File: src/apmc_pkg.sv
// Purpose: Shared constants and types for the airbag power mode controller
// Assumes: 100 MHz logic clock, synchronous active-high reset
// Notes: Timing figures kept in their own unit, cycle counts derived here
package apmc_pkg;
  localparam int CLK_MHZ = 100;
  // Early-wake window after entering active mode, in microseconds
  localparam int WAKE_WINDOW_US = 9000;
  localparam int WAKE_WINDOW_CYC = WAKE_WINDOW_US * CLK_MHZ;
  // Wake glitch filter, in nanoseconds
  localparam int WAKE_FILT_NS = 100;
  localparam int WAKE_FILT_CYC = (WAKE_FILT_NS * CLK_MHZ + 999) / 1000;
  localparam int FILT_W = 8;
  localparam int WIN_W = 20;
  localparam logic [FILT_W-1:0] FILT_MAX = FILT_W'(WAKE_FILT_CYC - 1);
  localparam logic [1:0] SYNC_RST = 2'h0;

  // Gray-coded power modes along off -> sleep -> active -> passive
  typedef enum logic [1:0] {
    APMC_OFF = 2'h0,
    APMC_SLEEP = 2'h1,
    APMC_ACTIVE = 2'h3,
    APMC_PASSIVE = 2'h2
  } apmc_mode_t;
endpackage : apmc_pkg

File: src/apmc_ctrl.sv
// Purpose: Power mode state machine with regulator and reserve control
// Assumes: Status inputs and the boost set-point comparator are synchronous levels; wake and battery good comparators are resynchronised
// Notes: Analog loops are outside; this block only drives enables, level selects and status
`timescale 1ns/1ps
module apmc_ctrl
  import apmc_pkg::*;
(
  // Clock and reset
  input wire logic clock,
  input wire logic rst,
  // Comparator inputs
  input wire logic wake_above_thr,
  input wire logic battery_monitor_good,
  input wire logic battery_supply_good,
  input wire logic battery_above_boost_set,
  // Regulator status
  input wire logic boost_good,
  input wire logic sensor_buck_good,
  input wire logic logic_buck_good,
  input wire logic [4:0] reg_ov,
  input wire logic [4:0] reg_uv,
  input wire logic uvlo,
  // Straps and arming
  input wire logic logic_supply_select_pin,
  input wire logic arm_safing_req,
  // Host command and configuration levels
  input wire logic host_sleep_cmd,
  input wire logic host_shutdown_cmd,
  input wire logic host_sensor_buck_off_cmd,
  input wire logic host_charge_en,
  input wire logic host_discharge_en,
  input wire logic host_boost_high_sel,
  input wire logic host_sensor_buck_high_sel,
  input wire logic host_safing_en,
  input wire logic host_safing_high_sel,
  input wire logic [2:0] host_fast_slope,
  // Enables
  output logic core_regs_en,
  output logic reserve_boost_en,
  output logic sync_boost_en,
  output logic sensor_buck_en,
  output logic logic_buck_en,
  output logic buck_discharge,
  output logic safing_supply_en,
  output logic charge_src_en,
  output logic discharge_src_en,
  output logic crossover_sw_on,
  output logic crossover_active_out,
  // Levels and status
  output logic sync_boost_high,
  output logic sensor_buck_high,
  output logic logic_buck_low,
  output logic safing_supply_high,
  output logic [2:0] fast_slope,
  output logic reset_n_out,
  output logic [1:0] power_mode
);

  apmc_mode_t mode_r, mode_nxt;
  logic [1:0] wake_s_r, batm_s_r, vin_s_r;
  logic [FILT_W-1:0] filt_cnt_r;
  logic wake_f_r;
  logic [WIN_W-1:0] win_cnt_r;
  logic win_open;
  logic shutdown_r;
  logic [4:0] fault_r;
  logic batt_loss;
  logic xover;

  // Two-flop synchronisers for the wake, battery monitor and battery supply comparator outputs
  always_ff @(posedge clock) begin
    if (rst) begin
      wake_s_r <= SYNC_RST;
      batm_s_r <= SYNC_RST;
      vin_s_r <= SYNC_RST;
    end else begin
      wake_s_r <= {wake_s_r[0], wake_above_thr};
      batm_s_r <= {batm_s_r[0], battery_monitor_good};
      vin_s_r <= {vin_s_r[0], battery_supply_good};
    end
  end

  // Wake filter: a new level must hold for the whole filter time
  always_ff @(posedge clock) begin
    if (rst) begin
      filt_cnt_r <= '0;
      wake_f_r <= 1'b0;
    end else if (wake_s_r[1] == wake_f_r) begin
      filt_cnt_r <= '0;
    end else if (filt_cnt_r == FILT_MAX) begin
      filt_cnt_r <= '0;
      wake_f_r <= wake_s_r[1];
    end else begin
      filt_cnt_r <= filt_cnt_r + 1'b1;
    end
  end

  // Early-wake window counts from active entry
  always_ff @(posedge clock) begin
    if (rst || mode_r != APMC_ACTIVE) begin
      win_cnt_r <= '0;
    end else if (win_open) begin
      win_cnt_r <= win_cnt_r + 1'b1;
    end
  end
  assign win_open = (win_cnt_r < WIN_W'(WAKE_WINDOW_CYC));

  // Shutdown command latch; cleared only on return to off
  always_ff @(posedge clock) begin
    if (rst || mode_r == APMC_OFF) begin
      shutdown_r <= 1'b0;
    end else if (host_shutdown_cmd || (host_sleep_cmd && !wake_f_r && !win_open)) begin
      shutdown_r <= 1'b1;
    end
  end

  // Regulator faults are sticky until the mode drops to off or sleep
  always_ff @(posedge clock) begin
    if (rst || mode_r == APMC_OFF || mode_r == APMC_SLEEP) begin
      fault_r <= '0;
    end else begin
      fault_r <= fault_r | reg_ov | reg_uv;
    end
  end

  assign batt_loss = !vin_s_r[1] || !batm_s_r[1];
  assign xover = batt_loss || shutdown_r;

  // Next mode: only wake, battery, supply, early-wake window and host commands
  always_comb begin
    mode_nxt = mode_r;
    case (mode_r)
      APMC_OFF: begin
        if (wake_f_r) mode_nxt = APMC_SLEEP;
      end
      APMC_SLEEP: begin
        if (!wake_f_r) mode_nxt = APMC_OFF;
        else if (vin_s_r[1]) mode_nxt = APMC_ACTIVE;
      end
      APMC_ACTIVE: begin
        if (!wake_f_r && win_open) mode_nxt = APMC_SLEEP;
        else if (xover) mode_nxt = APMC_PASSIVE;
      end
      APMC_PASSIVE: begin
        if (host_sensor_buck_off_cmd && shutdown_r) mode_nxt = APMC_OFF;
      end
      default: mode_nxt = APMC_OFF;
    endcase
  end

  // Mode register
  always_ff @(posedge clock) begin
    if (rst) mode_r <= APMC_OFF;
    else mode_r <= mode_nxt;
  end

  // Supply enables; sequencing follows the good flags of earlier stages
  always_ff @(posedge clock) begin
    if (rst) begin
      core_regs_en <= 1'b0;
      reserve_boost_en <= 1'b0;
      sync_boost_en <= 1'b0;
      sensor_buck_en <= 1'b0;
      logic_buck_en <= 1'b0;
      buck_discharge <= 1'b0;
      safing_supply_en <= 1'b0;
      reset_n_out <= 1'b0;
    end else begin
      core_regs_en <= mode_nxt != APMC_OFF;
      reserve_boost_en <= mode_nxt == APMC_ACTIVE && !fault_r[0];
      sync_boost_en <= (mode_nxt == APMC_ACTIVE || mode_nxt == APMC_PASSIVE)
        && !battery_above_boost_set && !fault_r[1];
      sensor_buck_en <= (mode_nxt == APMC_ACTIVE || mode_nxt == APMC_PASSIVE)
        && boost_good && !uvlo && !fault_r[2];
      logic_buck_en <= (mode_nxt == APMC_ACTIVE || mode_nxt == APMC_PASSIVE)
        && sensor_buck_good && !uvlo && !fault_r[3];
      buck_discharge <= uvlo;
      safing_supply_en <= (mode_nxt == APMC_ACTIVE || mode_nxt == APMC_PASSIVE)
        && (host_safing_en || arm_safing_req) && !fault_r[4];
      reset_n_out <= logic_buck_en && logic_buck_good && !uvlo;
    end
  end

  // Reserve current sources and crossover outputs
  always_ff @(posedge clock) begin
    if (rst) begin
      charge_src_en <= 1'b0;
      discharge_src_en <= 1'b0;
      crossover_sw_on <= 1'b0;
      crossover_active_out <= 1'b0;
    end else begin
      charge_src_en <= mode_nxt == APMC_ACTIVE && host_charge_en;
      discharge_src_en <= mode_nxt == APMC_PASSIVE && shutdown_r
        && host_discharge_en;
      crossover_sw_on <= mode_nxt == APMC_PASSIVE && xover;
      crossover_active_out <= mode_nxt == APMC_PASSIVE && xover;
    end
  end

  // Level selects; fast-slope bits are passed straight from the host
  always_ff @(posedge clock) begin
    if (rst) begin
      sync_boost_high <= 1'b0;
      sensor_buck_high <= 1'b0;
      logic_buck_low <= 1'b0;
      safing_supply_high <= 1'b0;
      fast_slope <= '0;
      power_mode <= APMC_OFF;
    end else begin
      sync_boost_high <= host_boost_high_sel;
      sensor_buck_high <= host_sensor_buck_high_sel;
      logic_buck_low <= logic_supply_select_pin;
      safing_supply_high <= host_safing_high_sel;
      fast_slope <= host_fast_slope;
      power_mode <= mode_nxt;
    end
  end
endmodule : apmc_ctrl

File: config.mk
export PLATFORM = sky130hd
export DESIGN_NAME = apmc_ctrl
export DESIGN_NICKNAME = d
export VERILOG_FILES = /design/src/apmc_pkg.sv /design/src/apmc_ctrl.sv
export SDC_FILE = /design/constraint.sdc
export NUM_CORES = 1
export LEC_CHECK = 0
export BUFFER_PORTS_ARGS = -buffer_cell sky130_fd_sc_hd__buf_2
export CAP_MARGIN = 30
export CORE_MARGIN = 5
export CORE_UTILIZATION = 42
export DETAILED_ROUTE_END_ITERATION = 7
export GPL_ROUTABILITY_DRIVEN = 0
export GPL_TIMING_DRIVEN = 1
export PLACE_DENSITY = 0.67
export SLEW_MARGIN = 15
export SYNTH_ARGS = -nofsm -noshare
export SYNTH_HDL_FRONTEND = slang
export SYNTH_SLANG_ARGS = --single-unit
File: constraint.sdc
create_clock -name clock -period 4.3 [get_ports clock]
set_clock_uncertainty 0.1 [all_clocks]
set_input_delay 1.29 -clock clock [delete_from_list [all_inputs] [get_ports clock]]
set_output_delay 1.29 -clock clock [all_outputs]
set_load 0.1 [all_outputs]
==> summary.txt <==
Floorplan
  – Core ar.: 0.00551 mm²
  – Die Y: 85.4 µm
  – Top-level port count: 55
  – DIE AREA: 0.00729 mm²
  – Starting Density: 43.4%
  – Row Count: 27
  – Die X: 85.4 µm

Cells and area
  – Area of the multi-input gates: 0.00111 mm²
  – Share of layout cells above drive strength 1: 23.6%
  – # fillers: 526
  – # diodes: 0
  – Final nets: 346
  – Commonest non-fill, non-tap cells in the layout: dfxtp_1 (61), buf_2 (54), nor2_1 (43)
  – Sequential cell area: 0.00122 mm²
  – Most common cell after layout, fill and taps aside: dfxtp_1
  – Layout area overhead: 21.8%

Clock network
  – Root Driver: clkbuf_8
  – Cts hold-fix bufs: 0
  – Sinks on the clock net: 61
  – Inserted Clock Buffers: 9
  – CTS tree: done
  – # H-tree levels: 3
  – CTS resizes: 0
  – Clock Path Buffers: 2
  – Worst-Skew Late Latency: 0.33 ns
  – Clock slew at reported path FFs: 0.06 ns
  – Post-CTS Setup Repair Bufs: 0

STA
  – Final worst setup slack: 1.61 ns
  – Final hold violations: 0
  – RSZ-0062 raised after global routing: no
  – Worst-margin pin slew: 0.820 ns
  – Fin crit period: 2.69 ns
  – Slew Limit Headroom: 45.1%
  – Period utilization: 62.6%
  – Maximum clock rate: 0.371 GHz
  – Final setup viols: 0
  – Slew Viols, Final: 0
  – Fin Setup TNS: 0 ns
  – Final hold slack: 0.320 ns

Logic synthesis
  – Yosys warnings: 0
  – Synth top area cells: dfxtp_1 (51%), nor2_1 (6.8%), xnor2_1 (5.5%), nor2b_1 (4.2%), nor3_1 (4.0%)
  – Share of the synthesized area in the top cell type: 51.1%
  – Cells after Synth: 251
  – Post-synth ARST share: 0%
  – Mapped Area: 0.00239 mm²
  – Synth area leader: dfxtp_1
  – Register area share after synthesis: 51.1%
  – #FFs+latches synth: 61
  – Synth unique cells: 34
  – Syn nets: 288
  – Post-synth EDFFs: 0
  – Ys flop type: dfxtp_1
  – Syn_area_per_cell: 9.52 µm²

Min path
  – Critical hold path startpoint: fault_r[4]
  – Number of cells on the worst hold path: 1
  – Worst hold path type: register to register
  – Destination of the worst hold path: safing_supply_en

Critical path
  – Crit path required time: 2.91 ns
  – R2r setup slk: 2.00 ns
  – CP cell instances: buf_2
  – Worst Reg2Reg Path Length in Cells: 5
  – CP max-delay cell: buf_2
  – Worst R2R Start: win_cnt_r[18]
  – Setup CP Type: register to output port
  – Crit-path max FO: 9
  – Worst R2R End: sensor_buck_en
  – CP Launch Type: register
  – Endpoint type of the worst setup path: output port
  – CP bufs+invs: 1
  – CP top delay family: buffers and inverters
  – CP max stage delay: 0.49 ns
  – CP arrival: 1.30 ns

Global route
  – Vias in the first global route: 1,820
  – Pin count of the biggest net entering global routing: 22
  – First-pass GRT wire length: 8.42 mm
  – Total track usage: 14.6%
  – Global route overflow: 0
  – Initial antenna violation count: 0

Placement
  – DP Wirelength: 3.45 mm
  – Port bufs: 54
  – DP Worst Slack: 1.54 ns

Routing
  – # DRC: 0
  – Via density: 4.94
  – Drt wl/cell: 12.3 µm
  – DRT iter0 DRCs: 61
  – Via count: 1,907
  – Antenna viol nets, final: 0
  – Final WL: 4.74 mm
  – Drt first pass iters: 4

Pwr
  – Worst vdd ir: 0.209 mV
  – Overall power: 1.12 mW
  – Leakage: 1.15 nW
  – PD cells: 385 mW/mm²

Job
  – Max Cap Viol: 0

Run status
  – Status: complete, no violations
## report_power, final
group	leakage, nW	switching, mW	internal [mW]
sequential	0.495	0.00193	0.572
clock	0.103	0.206	0.279
combinational	0.551	0.0411	0.0186
## state kept, by name (all words and copies together), names as in the netlist, 2 cells and up
signal / flops
filt_cnt_r: 8
batm_s_r: 2
fast_slope: 3
win_cnt_r: 20
wake_s_r: 2
power_mode: 2
fault_r: 5
vin_s_r: 2
## worst max-delay path by stage
stage | start | endpoint | depth (start not counted)
2_1_floorplan | crossover_active_out | crossover_sw_on | 1
3_3_place_gp | rst | win_cnt_r[1] | 4
3_5_place_dp | rst | win_cnt_r[1] | 4
4_1_cts | power_mode[1] | power_mode[1] | 1
5_1_grt | power_mode[1] | power_mode[1] | 1
6_report | power_mode[1] | power_mode[1] | 1
## layer usage
metal  vias to the layer above  part of all wire (%)  track usage, %
met2                        46                    48            23.6
met5                         -                     0               0
met1                       870                    44            16.6
met4                         0                   1.5            5.18
li1                        983                     -               -
met3                         8                   6.8            7.18
## cells in the mapped netlist, types with 2 or more instances
| cell type | n |
|---|---|
| clkbuf_1 | 5 |
| xor2_1 | 10 |
| nor4_1 | 6 |
| and4_1 | 3 |
| ha_1 | 3 |
| or3_1 | 2 |
| and3_1 | 5 |
| dfxtp_1 | 61 |
| nor3b_1 | 3 |
| nand3_1 | 13 |
| o2111ai_1 | 3 |
| a31oi_1 | 3 |
| buf_4 | 2 |
| nor2b_1 | 16 |
| a21oi_1 | 2 |
| nor3_1 | 19 |
| o211ai_1 | 3 |
| nor4b_4 | 2 |
| xnor2_1 | 15 |
| nand2_1 | 15 |
| inv_1 | 5 |
| nor2_1 | 43 |
## through the flow
| stage | utilization [%] | cell area (µm²) | std cells |
|---|---|---|---|
| after floorplan | - | 2390 | 251 |
| after global placement | 49.4 | 2720 | 370 |
| after detailed placement | 49.4 | 2720 | 370 |
| after CTS | 52.8 | 2910 | 386 |
| after global routing | 52.8 | 2910 | 386 |
| final | 52.8 | 2910 | 386 |
## final cells by class
type,instances,share of cell area (%)
Sequential cell,61,42.0
Multi-Input combinational cell,177,38.2
Clock inverter,5,1.72
Inverter,5,0.645
Tap cell,72,3.10
Timing Repair Buffer,55,9.55
Clock buffer,11,4.86
## logic make-up after synthesis
group           share of synthesized area, %
fa+ha+maj                               1.57
compound gates                          6.71
xor+xnor                                9.17
flops                                   51.1
simple gates                            28.6
buf+inv                                 2.41
mux                                    0.419
Note: power is estimated with default switching activity, not from simulation.
